File: src/verilog/poll_status_pkg.sv
// Constants and carrier types for the polled I/O status bank.
// Assumes a 32-bit classic Wishbone slave, one aligned word per register.
package poll_status_pkg;
   // Register indices; byte address is four times the index
   localparam logic [7:0] IDX_SLOT_SELECT = 8'h7f;
   localparam logic [7:0] IDX_MAIN_LOW    = 8'h80;
   localparam logic [7:0] IDX_MAIN_HIGH   = 8'h81;
   localparam logic [7:0] IDX_AUX_LOW     = 8'h82;
   localparam logic [7:0] IDX_AUX_HIGH    = 8'h83;
   localparam logic [7:0] IDX_MODE_VALUE  = 8'h84;
   localparam logic [7:0] IDX_RUN_SLOT    = 8'h85;
   localparam logic [7:0] IDX_IO_GROUP    = 8'h86;
   localparam logic [7:0] IDX_STATUS      = 8'h87;
   localparam logic [7:0] IDX_IRQ_STATUS  = 8'h88;
   localparam logic [7:0] IDX_IRQ_MASK    = 8'h89;
   localparam int         ADR_LSB         = 2;
   localparam int         ADR_MSB         = 9;

   // Status byte field positions
   localparam int ST_OUT_EN   = 0;
   localparam int ST_IN_DEF   = 1;
   localparam int ST_RUN_EN   = 2;
   localparam int ST_LATCH_MD = 3;
   localparam int ST_TRIG     = 4;
   localparam int ST_LATCHED  = 5;
   localparam int ST_WAIT     = 6;
   localparam int ST_ACTIVE   = 7;

   // Interrupt bit positions
   localparam int IRQ_TRIG = 0;
   localparam int IRQ_WAIT = 1;
   localparam int IRQ_W    = 2;

   localparam int PIN_W = 32;

   localparam logic [PIN_W-1:0] FLAGS_RST = 32'h0000_0000;
   localparam logic [3:0]       MODE_RST  = 4'h0;
   localparam logic [2:0]       RSLOT_RST = 3'h0;
   localparam logic [IRQ_W-1:0] IRQ_RST   = 2'h0;
   localparam logic [7:0]       BYTE_RST  = 8'h00;

   // Polling mode command from the interpreter
   typedef struct packed {
      logic       valid;       // One-cycle strobe
      logic [3:0] mode;        // Mode value to report
      logic       out_en;      // Polled outputs enable
      logic       run_en;      // Polled run enable
      logic       latch_mode;  // 1 = outputs latch
      logic       clear;       // Clear flags, stop polling
   } mode_cmd_t;

   // Event slot select command
   typedef struct packed {
      logic       valid;
      logic [2:0] slot;
   } run_cmd_t;

   typedef struct packed {
      logic [PIN_W-1:0] flags;
      logic [3:0]       mode;
      logic [2:0]       run_slot;
      logic             out_en;
      logic             run_en;
      logic             latch_mode;
      logic             latched;
      logic             wait_evt;
      logic             active;
      logic [IRQ_W-1:0] irq_stat;
      logic [IRQ_W-1:0] irq_mask;
      logic             ack;
      logic [7:0]       dat;
   } bank_state_t;
endpackage : poll_status_pkg

File: src/verilog/polled_io_status_bank.sv
// Polled I/O status bank: byte-wide read-only status words plus
// interrupt status and mask, reached over classic Wishbone.
// Assumes all inputs come from logic on clk_i.
// Functional notes
// - Location 127: running slot, read/write slot
// - Locations 128-131: per-pin trigger flags
// - Location 132 low nibble: polling mode value
// - Location 133 low bits: event run slot
// - Location 134 bit0: active I/O group
// - Status bit0: polled outputs enabled
// - Status bit1: some polled input defined
// - Status bit2: polled run enabled
// - Status bit3: real-time or latch output mode
// - Status bit4: a polled input triggered
// - Status bit5: an output signal latched
// - Status bit6: wait event, cleared by mode command
// - Status bit7: polling active
// - Flags persist; clearing also stops polling
`timescale 1ns/10ps
module polled_io_status_bank (
   input  wire logic                            clk_i,         // 20 MHz clock
   input  wire logic                            rst_i,         // Sync reset, high
   input  wire logic                            wb_cyc_i,      // Bus cycle
   input  wire logic                            wb_stb_i,      // Strobe
   input  wire logic                            wb_we_i,       // Write enable
   input  wire logic [3:0]                      wb_sel_i,      // Byte enables
   input  wire logic [31:0]                     wb_adr_i,      // Byte address
   input  wire logic [31:0]                     wb_dat_i,      // Write data
   output logic      [31:0]                     wb_dat_o,      // Read data
   output logic                                 wb_ack_o,      // Acknowledge
   input  wire logic [3:0]                      run_slot_i,    // Running slot
   input  wire logic [3:0]                      rw_slot_i,     // Read/write slot
   input  wire logic [poll_status_pkg::PIN_W-1:0] pin_trig_i,  // Per-pin trigger pulses
   input  wire logic                            io_group_i,    // 1 = auxiliary group
   input  wire logic                            in_defined_i,  // Polled input defined
   input  wire logic                            wait_evt_i,    // Poll-wait event pulse
   input  wire poll_status_pkg::mode_cmd_t      mode_cmd_i,    // Polling mode command
   input  wire poll_status_pkg::run_cmd_t       run_cmd_i,     // Event slot select
   output logic                                 active_o,      // Polling active
   output logic                                 irq_o          // Interrupt, level
);

   poll_status_pkg::bank_state_t st_ff;
   poll_status_pkg::bank_state_t nxt_st;

   logic [7:0] idx;
   logic       req;
   logic       wr_lane;
   logic [poll_status_pkg::PIN_W-1:0] hit;
   logic [7:0] status_byte;
   logic [7:0] rd_byte;
   logic [poll_status_pkg::IRQ_W-1:0] irq_set;
   logic [poll_status_pkg::IRQ_W-1:0] irq_clr;
   logic [poll_status_pkg::IRQ_W-1:0] irq_nxt;
   logic [poll_status_pkg::IRQ_W-1:0] irq_pend;
   logic [poll_status_pkg::PIN_W-1:0] flag_nxt;
   logic [3:0][7:0]                   flag_byte;
   logic                              take;
   logic                              clr_cmd;
   logic                              stat_wr;
   logic                              mask_wr;

   assign idx     = wb_adr_i[poll_status_pkg::ADR_MSB:poll_status_pkg::ADR_LSB];
   assign req     = wb_cyc_i & wb_stb_i;
   // Write lands at the edge where ack is seen high
   assign wr_lane = req & wb_we_i & st_ff.ack & wb_sel_i[0];
   // Triggers only count while polling runs
   assign hit     = pin_trig_i & {poll_status_pkg::PIN_W{st_ff.active}};

   ////////////////////////////////////////////////////////////////////////////
   // Bus decode
   // Taken once; the request held through ack is not taken again
   assign take    = req & ~st_ff.ack;
   assign stat_wr = wr_lane & (idx == poll_status_pkg::IDX_IRQ_STATUS);
   assign mask_wr = wr_lane & (idx == poll_status_pkg::IDX_IRQ_MASK);
   assign clr_cmd = mode_cmd_i.valid & mode_cmd_i.clear;

   ////////////////////////////////////////////////////////////////////////////
   // Per-pin trigger flags
   // sticky flags, clear stops polling
   // A trigger in the clear cycle survives, so no event is lost
   for (genvar g = 0; g < poll_status_pkg::PIN_W; g++) begin : g_pin
      assign flag_nxt[g] = clr_cmd ? hit[g] : (st_ff.flags[g] | hit[g]);
   end

   for (genvar b = 0; b < 4; b++) begin : g_byte
      assign flag_byte[b] = st_ff.flags[8*b +: 8];
   end

   ////////////////////////////////////////////////////////////////////////////
   // Interrupt bits
   assign irq_set[poll_status_pkg::IRQ_TRIG] = |hit;
   assign irq_set[poll_status_pkg::IRQ_WAIT] = wait_evt_i;
   assign irq_clr = stat_wr ? wb_dat_i[poll_status_pkg::IRQ_W-1:0] : poll_status_pkg::IRQ_RST;
   // Set beats write-one-to-clear
   for (genvar k = 0; k < poll_status_pkg::IRQ_W; k++) begin : g_irq
      assign irq_nxt[k]  = (st_ff.irq_stat[k] & ~irq_clr[k]) | irq_set[k];
      assign irq_pend[k] = st_ff.irq_stat[k] & st_ff.irq_mask[k];
   end

   ////////////////////////////////////////////////////////////////////////////
   // Read view
   always_comb begin
      status_byte = 8'h00;
      status_byte[poll_status_pkg::ST_OUT_EN]   = st_ff.out_en;
      status_byte[poll_status_pkg::ST_IN_DEF]   = in_defined_i;
      status_byte[poll_status_pkg::ST_RUN_EN]   = st_ff.run_en;
      status_byte[poll_status_pkg::ST_LATCH_MD] = st_ff.latch_mode;
      status_byte[poll_status_pkg::ST_TRIG]     = |st_ff.flags;
      status_byte[poll_status_pkg::ST_LATCHED]  = st_ff.latched;
      status_byte[poll_status_pkg::ST_WAIT]     = st_ff.wait_evt;
      status_byte[poll_status_pkg::ST_ACTIVE]   = st_ff.active;
   end

   always_comb begin
      case (idx)
         poll_status_pkg::IDX_SLOT_SELECT: rd_byte = {rw_slot_i, run_slot_i};
         poll_status_pkg::IDX_MAIN_LOW:    rd_byte = flag_byte[0];
         poll_status_pkg::IDX_MAIN_HIGH:   rd_byte = flag_byte[1];
         poll_status_pkg::IDX_AUX_LOW:     rd_byte = flag_byte[2];
         poll_status_pkg::IDX_AUX_HIGH:    rd_byte = flag_byte[3];
         poll_status_pkg::IDX_MODE_VALUE:  rd_byte = {4'h0, st_ff.mode};
         poll_status_pkg::IDX_RUN_SLOT:    rd_byte = {5'h00, st_ff.run_slot};
         poll_status_pkg::IDX_IO_GROUP:    rd_byte = {7'h00, io_group_i};
         poll_status_pkg::IDX_STATUS:      rd_byte = status_byte;
         poll_status_pkg::IDX_IRQ_STATUS:  rd_byte = {6'h00, st_ff.irq_stat};
         poll_status_pkg::IDX_IRQ_MASK:    rd_byte = {6'h00, st_ff.irq_mask};
         default:                          rd_byte = 8'h00;
      endcase
   end

   ////////////////////////////////////////////////////////////////////////////
   // Next state
   always_comb begin
      nxt_st = st_ff;

      // Ack one cycle, dropped the next
      nxt_st.ack = take;
      if (take) begin
         nxt_st.dat = rd_byte;
      end

      nxt_st.flags = flag_nxt;
      if (clr_cmd) begin
         nxt_st.latched = 1'b0;
         nxt_st.active  = 1'b0;
      end

      if (mode_cmd_i.valid) begin
         nxt_st.mode       = mode_cmd_i.mode;
         nxt_st.out_en     = mode_cmd_i.out_en;
         nxt_st.run_en     = mode_cmd_i.run_en;
         nxt_st.latch_mode = mode_cmd_i.latch_mode;
         if (~mode_cmd_i.clear) begin
            nxt_st.active = mode_cmd_i.out_en | mode_cmd_i.run_en;
         end
         nxt_st.wait_evt = 1'b0;
      end
      if (wait_evt_i) begin
         nxt_st.wait_evt = 1'b1;
      end

      // latch on trigger in latch mode
      if ((|hit) & st_ff.out_en & st_ff.latch_mode) begin
         nxt_st.latched = 1'b1;
      end

      if (run_cmd_i.valid) begin
         nxt_st.run_slot = run_cmd_i.slot;
      end

      if (mask_wr) begin
         nxt_st.irq_mask = wb_dat_i[poll_status_pkg::IRQ_W-1:0];
      end
      nxt_st.irq_stat = irq_nxt;
   end

   ////////////////////////////////////////////////////////////////////////////
   // State register
   always_ff @(posedge clk_i) begin
      if (rst_i) begin
         st_ff.flags      <= poll_status_pkg::FLAGS_RST;
         st_ff.mode       <= poll_status_pkg::MODE_RST;
         st_ff.run_slot   <= poll_status_pkg::RSLOT_RST;
         st_ff.out_en     <= 1'b0;
         st_ff.run_en     <= 1'b0;
         st_ff.latch_mode <= 1'b0;
         st_ff.latched    <= 1'b0;
         st_ff.wait_evt   <= 1'b0;
         st_ff.active     <= 1'b0;
         st_ff.irq_stat   <= poll_status_pkg::IRQ_RST;
         st_ff.irq_mask   <= poll_status_pkg::IRQ_RST;
         st_ff.ack        <= 1'b0;
         st_ff.dat        <= poll_status_pkg::BYTE_RST;
      end else begin
         st_ff <= nxt_st;
      end
   end

   assign wb_ack_o = st_ff.ack;
   assign wb_dat_o = {24'h00_0000, st_ff.dat};
   assign active_o = st_ff.active;
   assign irq_o    = |irq_pend;

endmodule : polled_io_status_bank

File: config.mk
export PLATFORM = sky130hd
export DESIGN_NAME = polled_io_status_bank
export DESIGN_NICKNAME = d
export VERILOG_FILES = /design/src/verilog/poll_status_pkg.sv /design/src/verilog/polled_io_status_bank.sv
export SDC_FILE = /design/constraint.sdc
export NUM_CORES = 1
export LEC_CHECK = 0
export BUFFER_PORTS_ARGS = -buffer_cell sky130_fd_sc_hd__buf_4
export CELL_PAD_IN_SITES_DETAIL_PLACEMENT = 0
export CELL_PAD_IN_SITES_GLOBAL_PLACEMENT = 1
export CORE_ASPECT_RATIO = 1.5
export CORE_MARGIN = 8
export CORE_UTILIZATION = 26
export CTS_CLUSTER_DIAMETER = 200
export CTS_CLUSTER_SIZE = 14
export DETAILED_ROUTE_END_ITERATION = 12
export PLACE_DENSITY_LB_ADDON = 0.1
export SETUP_SLACK_MARGIN = 0.3
export SLEW_MARGIN = 30
export SYNTH_ARGS = -nofsm -noshare
export SYNTH_HDL_FRONTEND = slang
export SYNTH_SLANG_ARGS = --single-unit
File: constraint.sdc
create_clock -name clk_i -period 2.4 [get_ports clk_i]
set_input_delay 0.36 -clock clk_i [delete_from_list [all_inputs] [get_ports clk_i]]
set_output_delay 0.36 -clock clk_i [all_outputs]
set_load 0.05 [all_outputs]
==> flow_summary_export.csv, run 1 <==
group,metric,value,unit
status,status,"finished clean",
routing,ant_nets,0,
synthesis,synth_flop_cell,"dfxtp_1",
power,p_total,2660,uW
clock_network,clockBufferDepth,2,
grt,grt_first_pass_wirelength,16.4,mm
sta,fmax,0.589,GHz
cells_and_area,syn2layout_area_growth,29.1,%
floorplan,die_area,15300,sq um
hold_path,hold_class,"input port to flip-flop",
synthesis,ys_seq_elements,58,
sta,min_period,1700,ps
cells_and_area,nets,538,
sta,fin_skew,3.56,ps
clock_network,cts_buffers,9,
clock_network,clock-sinks,58,
cells_and_area,drive_gt1_frac,0.278,
sta,rsz0062_at_grt,"false",
critical_path,cp-start-kind,"flip-flop",
power,p_sw_frac,0.267,
grt,grt_pass1_vias,2882,
grt,grt_usage,0.141,
power,switchingPower,711,uW
grt,antenna_found_initial,0,
floorplan,core-area,11400,sq um
cells_and_area,diodes,0,
critical_path,required,2610,ps
routing,vias,2741,
synthesis,avgSynthCellArea,8.73,sq um
synthesis,synth-edff-count,0,
job,cap_viol_max_count,0,
cells_and_area,fill_cells,1211,
clock_network,h-tree-depth,3,
routing,routed_wl,10.7,mm
placement,gp_congestion,0.780,
synthesis,synthCells,343,
power,ir_drop,0.000315,V
grt,grt_overflow,0,
sta,finalHoldViolCount,0,
critical_path,end_kind,"flip-flop",
sta,setup_viol,0,
critical_path,cp_max_fo,3,
power,pwr-share-clk,0.467,
placement,port_buffers,82,
synthesis,ys_warn_count,0,
placement,dp_hpwl,8.34,mm
clock_network,cts_root_buffer,"clkbuf_16",
cells_and_area,fin_cells,563,
sta,tns,0,ps
floorplan,start_util,0.264,
routing,wl_per_cell,18.9,um
routing,drt-initial-drc-count,111,
synthesis,synth_area,2990,sq um
floorplan,row_count,48,
power,powerDensity,688,nW/um^2
routing,viasPerCell,4.87,
floorplan,io_pins,164,
floorplan,fp.dieH,147,um
power,intPower,1950,uW
clock_network,post_cts_buffers,0,
grt,grt_max_degree,54,
synthesis,post_synth_num_cell_types,47,
clock_network,clk_latency,330,ps
routing,drc,0,
sta,max_slew_margin,0.612,
floorplan,dieWidth,104,um
critical_path,path_class,"flip-flop to flip-flop",
sta,fin_crit_sh,0.707,
power,p_leak,0.00158,uW
cells_and_area,fin_util,0.340,
clock_network,cts.reportedPaths.clkPinSlew,50,ps
clock_network,cts_resized,0,
sta,drv_slew,0,
power,combPwrFrac,0.145,
clock_network,cts_tree,"built",
clock_network,ctsHoldBuffers,0,
power,seqPwrFrac,0.388,
synthesis,async_reset_ff_frac,0,
routing,firstDrtPassIters,4,
synthesis,yosysSeqAreaShare,0.388,
sta,tightest_slew,582,ps
sta,hold_slack,223,ps
placement,dp_cells,548,
critical_path,worst_ep_arrival_time,1910,ps
-- path summary, 6_finish.rpt --
path	startpoint	to	slack [ps]	cells after the start
setup / recovery	flag_byte[23]	wb_dat_o[4]	700	5
hold / removal	wb_dat_i[1]	st_ff[12]	220	2
setup reg to reg	flag_byte[23]	wb_dat_o[4]	700	5
hold reg to reg	wb_dat_o[7]	wb_dat_o[7]	450	2
-- kinds of logic (layout without fill, tap and decap cells) --
kind of cell | Yosys count | in the layout | synth area share
buffers and inverters | 57 | 104 | 0.116
other | 1 | 24 | 0.00125
multiplexers | 27 | 27 | 0.102
flip-flops | 58 | 58 | 0.388
AND/OR/NAND/NOR | 118 | 118 | 0.194
AO/OA/AOI/OAI | 82 | 82 | 0.199
-- critical path, cell delays in order, from the launching register on --
cell and delay [ps]:
dfxtp_1 340, nor4_1 370, nand4_1 170, o2111a_1 280
a221oi_1 320, o21ai_1 90
-- power groups by stage --
stage	logic [uW]	registers, uW	clock network (uW)
2_1_floorplan	267	1040	0
3_3_place_gp	389	1050	0
3_5_place_dp	388	1050	0
4_1_cts	389	1030	1270
5_1_grt	418	1040	1320
6_report	386	1030	1240
-- area by class of cell --
type / count / area, sq um / share of cell area
Sequential cell: 58 / 1160 / 0.301
Inverter: 4 / 15.0 / 0.00389
Tap cell: 150 / 188 / 0.0486
Multi-Input combinational cell: 251 / 1570 / 0.407
Clock buffer: 13 / 280 / 0.0725
Clock inverter: 2 / 10.0 / 0.00259
Timing Repair Buffer: 85 / 638 / 0.165
-- synth_stat cells, types with 7 or more instances --
master     n  area share
dfxtp_1   58        0.39
nor2_1    57       0.071
a22oi_1   34       0.085
buf_4     33       0.083
mux2i_1   18       0.060
nor4_1    16       0.033
nand2_1   14       0.018
clkbuf_1  12       0.015
a21oi_1   10       0.017
o21ai_0    8       0.013
buf_2      7       0.012
mux2_2     7       0.026
nand4_1    7       0.015
-- layout by cell type, fill, tap and decap left out, types with 4 or more instances in the layout --
| cell type | instances |
|---|---|
| a22oi_1 | 34 |
| inv_1 | 4 |
| nor2_1 | 57 |
| a32oi_1 | 4 |
| conb_1 | 24 |
| o21ai_1 | 6 |
| nor4_1 | 16 |
| buf_4 | 85 |
| clkbuf_16 | 9 |
| nand2_1 | 14 |
| clkbuf_8 | 4 |
| mux2_2 | 7 |
| nand4_1 | 7 |
| o21ai_0 | 8 |
| a21oi_1 | 10 |
| a221oi_1 | 5 |
| mux2i_1 | 18 |
| dfxtp_1 | 58 |
-- state kept, by name, indices dropped and copies added, names as in the netlist --
| signal | flops |
|---|---|
| wb_ack_o | 1 |
| flag_byte | 32 |
| active_o | 1 |
| st_ff | 16 |
| wb_dat_o | 8 |
-- metal layers --
layer	routed length, um	global-route usage
met1	4180	0.146
met2	5730	0.257
met3	500	0.0340
met4	244	0.0731
met5	0	0
-- per-stage QoR --
| step | setup slack, ps | area [sq um] |
|---|---|---|
| CTS | 674 | 3860 |
| global placement | 384 | 3570 |
| finish | 704 | 3860 |
| floorplan | 796 | 3080 |
| global route | 617 | 3860 |
| detailed placement | 389 | 3570 |
Note: power is estimated with default switching activity, not from simulation.
==> run 2: changes to the inputs <==
==> constraint.sdc (replaced) <==
create_clock -name clk_i -period 1.35 [get_ports clk_i]
set_input_delay 0.2025 -clock clk_i [delete_from_list [all_inputs] [get_ports clk_i]]
set_output_delay 0.2025 -clock clk_i [all_outputs]
set_load 0.05 [all_outputs]
==> flow_summary_export.csv, run 2 (synthesized netlist as in run 1, its figures left out) <==
group,metric,value,unit
clock_network,ctsHoldBuffers,0,
power,combPwrFrac,0.188,
grt,grt_overflow,0,
routing,routed_wl,11.4,mm
clock_network,cts_root_buffer,"clkbuf_16",
hold_path,min_from,"wb_dat_i[1]",
grt,grt_pass1_vias,3448,
critical_path,worst_ep_arrival_time,1730,ps
cells_and_area,drive_gt1_frac,0.540,
routing,firstDrtPassIters,7,
power,seqPwrFrac,0.351,
critical_path,r2r-end,"wb_dat_o[4]",
clock_network,clk_latency,330,ps
status,violations,"negative setup slack",
routing,drt-initial-drc-count,127,
clock_network,cts_buffers,9,
power,ir_drop,0.000635,V
clock_network,clock-sinks,58,
routing,viasPerCell,4.69,
routing,drc,0,
routing,ant_nets,0,
critical_path,cp_max_fo,2,
floorplan,dieWidth,104,um
power,p_sw_frac,0.256,
floorplan,core-area,11400,sq um
power,pwr-share-clk,0.461,
sta,min_period,1520,ps
critical_path,cp-start-kind,"flip-flop",
floorplan,die_area,15300,sq um
sta,fmax,0.658,GHz
hold_path,holdPathStages,2,
sta,rsz0062_at_grt,"true",
grt,antenna_found_initial,0,
cells_and_area,register_area,1200,sq um
cells_and_area,multiInputGateArea,1850,sq um
job,cap_viol_max_count,0,
routing,vias,3094,
sta,drv_slew,0,
placement,dp_hpwl,8.98,mm
grt,grt_usage,0.150,
critical_path,required,1560,ps
sta,setup_viol,1,
cells_and_area,syn2layout_area_growth,69.7,%
power,powerDensity,1020,nW/um^2
critical_path,end_kind,"flip-flop",
critical_path,reg2reg_depth,6,
grt,grt_max_degree,34,
clock_network,cts_tree,"built",
cells_and_area,design_area,5080,sq um
cells_and_area,nets,633,
hold_path,min_to,"st_ff[12]",
floorplan,fp.dieH,147,um
grt,grt_first_pass_wirelength,17.9,mm
cells_and_area,layout_commonest_cell,"buf_4",
floorplan,row_count,48,
clock_network,cts.reportedPaths.clkPinSlew,50,ps
clock_network,h-tree-depth,3,
floorplan,io_pins,164,
cells_and_area,diodes,0,
critical_path,reg2reg_slack,-170,ps
routing,wl_per_cell,17.3,um
placement,port_buffers,82,
placement,postPlaceCellArea,4300,sq um
sta,fin_skew,4.72,ps
cells_and_area,largest_reg_flops,32,
power,p_leak,0.00219,uW
cells_and_area,mostFrequentLayoutCells,"150 x buf_4, 51 x nor2_1, 33 x dfxtp_1",
critical_path,rr_startpoint,"flag_byte[1]",
sta,finalWorstSetupSlack,-169,ps
power,switchingPower,1330,uW
floorplan,start_util,0.264,
hold_path,hold_class,"input port to flip-flop",
sta,fin_crit_sh,1.13,
status,status,"complete, but fails checks",
placement,dp_cells,634,
clock_network,clockBufferDepth,2,
sta,finalHoldViolCount,0,
cells_and_area,fin_cells,659,
placement,gp_congestion,0.838,
power,intPower,3860,uW
cells_and_area,fill_cells,1159,
critical_path,path_class,"flip-flop to flip-flop",
[run 2: worst max-delay path by stage]
stage / start / endpoint / slack (ps) / cells past startpoint
3_3_place_gp: flag_byte[3] / wb_dat_o[4] / -280 / 6
3_5_place_dp: flag_byte[3] / wb_dat_o[4] / -260 / 6
6_report: flag_byte[1] / wb_dat_o[4] / -170 / 6
5_1_grt: flag_byte[1] / wb_dat_o[4] / -280 / 6
2_1_floorplan: wb_adr_i[8] / st_ff[11] / 40 / 5
4_1_cts: flag_byte[23] / wb_dat_o[4] / -200 / 6
[run 2: worst max-delay path, cell delays in order (launching register included)]
cell      delay (ps)
dfxtp_2          330
nor4_4           270
buf_4            140
nand4_1           90
o2111a_1         290
a221oi_2         180
o21ai_1           90
[run 2: layout make-up]
| type | instances | area share |
|---|---|---|
| multi-input combinational | 251 | 0.364 |
| timing repair buffer | 180 | 0.297 |
| clock buffer | 15 | 0.0567 |
| clock inverter | 1 | 0.00591 |
| inverter | 4 | 0.00296 |
| tap | 150 | 0.0369 |
| sequential | 58 | 0.237 |
[run 2: routing by layer]
| metal | track usage | up-vias | wire length, um |
|---|---|---|---|
| met1 | 0.157 | 1451 | 4530 |
| met2 | 0.276 | 91 | 6130 |
| met4 | 0.0642 | 0 | 221 |
| met5 | 0 | - | 0 |
| met3 | 0.0392 | 15 | 530 |
| li1 | - | 1537 | - |
[run 2: repair_timing]
| item | 4_1_cts | 5_1_grt |
|---|---|---|
| pin swaps | 35 | 18 |
| setup endpoints to repair | 28 | 40 |
| endpoints found under the hold margin | 0 | 0 |
| resized for setup | 87 | 20 |
| setup buffers | 5 | 4 |
[run 2: power by group through the flow]
stage	logic, uW	registers [uW]	clock network, uW
after floorplan	497	1850	0
after global placement	886	1850	0
after detailed placement	884	1850	0
after CTS	958	1820	2450
after global routing	1050	1830	2530
final	973	1820	2390
[run 2: metrics by stage]
step                 util  power [uW]  hold WS (ps)  setup slack [ps]  setup TNS, ps
global route        0.448        5400          91.4              -276           -276
CTS                 0.438        5230          67.3              -200           -200
detailed placement  0.379        2740           423              -260          -2380
finish              0.448        5180          96.3              -169           -169
floorplan               -        2340           311              36.9              0
global placement    0.379        2740           409              -275          -2220
==> run 3: changes to the inputs <==
--- a/config.mk
+++ b/config.mk
@@ -15,7 +15,6 @@
 export CTS_CLUSTER_SIZE = 14
 export DETAILED_ROUTE_END_ITERATION = 12
 export PLACE_DENSITY_LB_ADDON = 0.1
-export SETUP_SLACK_MARGIN = 0.3
 export SLEW_MARGIN = 30
 export SYNTH_ARGS = -nofsm -noshare
 export SYNTH_HDL_FRONTEND = slang
==> flow_summary_export.csv, run 3 (synthesized netlist as in run 1, its figures left out) <==
group,metric,value,unit
hold_path,holdPathStages,2,
power,switchingPower,1300,uW
floorplan,core-area,11400,sq um
placement,gp_congestion,0.831,
power,powerDensity,1010,nW/um^2
sta,fin_skew,5.59,ps
grt,antenna_found_initial,0,
clock_network,cts_tree,"built",
cells_and_area,fin_util,0.414,
grt,grt_first_pass_wirelength,18.3,mm
cells_and_area,nets,631,
routing,ant_nets,0,
cells_and_area,largest_reg_flops,32,
grt,grt_usage,0.155,
routing,routed_wl,11.8,mm
routing,wl_per_cell,18.0,um
clock_network,clk_latency,330,ps
placement,dp_hpwl,9.61,mm
clock_network,clock-sinks,58,
clock_network,clockBufferDepth,2,
power,combPwrFrac,0.191,
status,violations,"negative setup slack",
critical_path,reg2reg_slack,-140,ps
cells_and_area,layout_commonest_cell,"buf_4",
sta,rsz0062_at_grt,"true",
cells_and_area,diodes,0,
power,p_sw_frac,0.273,
critical_path,cp_max_fo,2,
cells_and_area,syn2layout_area_growth,57.0,%
floorplan,die_area,15300,sq um
sta,setup_viol,1,
placement,port_buffers,82,
floorplan,start_util,0.264,
job,cap_viol_max_count,0,
hold_path,min_to,"st_ff[12]",
grt,grt_max_degree,34,
status,status,"complete, but fails checks",
grt,grt_pass1_vias,3369,
clock_network,cts.reportedPaths.clkPinSlew,50,ps
critical_path,worst_ep_arrival_time,1700,ps
clock_network,h-tree-depth,3,
critical_path,path_class,"flip-flop to flip-flop",
sta,finalWorstSetupSlack,-139,ps
clock_network,ctsHoldBuffers,0,
cells_and_area,drive_gt1_frac,0.465,
routing,drt-initial-drc-count,116,
sta,fmax,0.672,GHz
clock_network,cts_root_buffer,"clkbuf_16",
critical_path,reg2reg_depth,5,
power,p_leak,0.00209,uW
hold_path,min_from,"wb_dat_i[1]",
sta,tns,-139,ps
sta,drv_slew,0,
sta,finalHoldViolCount,0,
critical_path,r2r-end,"wb_dat_o[4]",
power,pwr-share-clk,0.423,
grt,grt_overflow,0,
floorplan,dieWidth,104,um
routing,viasPerCell,4.79,
critical_path,end_kind,"flip-flop",
power,ir_drop,0.000567,V
power,p_total,4750,uW
power,intPower,3450,uW
power,seqPwrFrac,0.386,
floorplan,io_pins,164,
critical_path,rr_startpoint,"flag_byte[23]",
floorplan,fp.dieH,147,um
critical_path,cp-start-kind,"flip-flop",
critical_path,required,1560,ps
cells_and_area,mostFrequentLayoutCells,"172 x buf_4, 56 x nor2_1, 46 x dfxtp_1",
hold_path,hold_class,"input port to flip-flop",
routing,vias,3139,
clock_network,cts_buffers,9,
sta,fin_crit_sh,1.10,
sta,min_period,1490,ps
routing,firstDrtPassIters,6,
floorplan,row_count,48,
routing,drc,0,
## run 3: final cells by class
cell class                      count  area, sq um
Tap cell                          150          188
Fill cell                        1194         6650
Timing Repair Buffer              178         1380
Sequential cell                    58         1180
Multi-Input combinational cell    251         1680
Inverter                            4         15.0
Clock inverter                      4         20.0
Clock buffer                       10          239
## run 3: timing repair
action | CTS | global route
pin swaps | 10 | 19
endpoints found under the hold margin | 0 | 0
setup buffers | 0 | 1
setup endpoints to repair | 5 | 10
cloned | 0 | 0
gates resized for setup | 17 | 18
## run 3: stage by stage
step | instances | hold slack (ps) | setup WS [ps] | area, sq um
3_3_place_gp | 641 | 409 | -298 | 4300
5_1_grt | 655 | 72.6 | -189 | 4700
2_1_floorplan | 366 | 311 | -76.2 | 3090
6_report | 655 | 85.6 | -139 | 4700
3_5_place_dp | 641 | 412 | -315 | 4300
4_1_cts | 654 | 62.2 | -94.9 | 4630
## run 3: worst max-delay path: stages, from the launching register on
cell and delay [ps]:
dfxtp_1 310, nor4_2 320, nand4_1 180, o2111a_1 300
a221oi_2 170, o21ai_1 80
## run 3: metal layers
metal,GRT usage,vias to the layer above,share of wire
met3,0.0401,19,0.047
met2,0.286,110,0.54
li1,-,1528,-
met5,0,-,0
met1,0.158,1482,0.38
met4,0.0753,0,0.032
## run 3: worst max-delay path by stage
stage	startpoint	endpoint	slack (ps)	cells after the start
6_report	flag_byte[23]	wb_dat_o[4]	-140	5
5_1_grt	flag_byte[20]	wb_dat_o[4]	-190	5
3_5_place_dp	pin_trig_i[0]	st_ff[15]	-320	6
3_3_place_gp	wb_adr_i[8]	st_ff[11]	-300	7
2_1_floorplan	wb_ack_o	st_ff[11]	-80	5
4_1_cts	flag_byte[8]	wb_dat_o[4]	-90	5
## run 3: power groups by stage
stage               clock network (uW)  registers, uW  logic (uW)
floorplan                            0           1850         476
global placement                     0           1850         891
detailed placement                   0           1860         890
CTS                               2060           1830         904
global route                      2150           1840         975
finish                            2010           1830         909
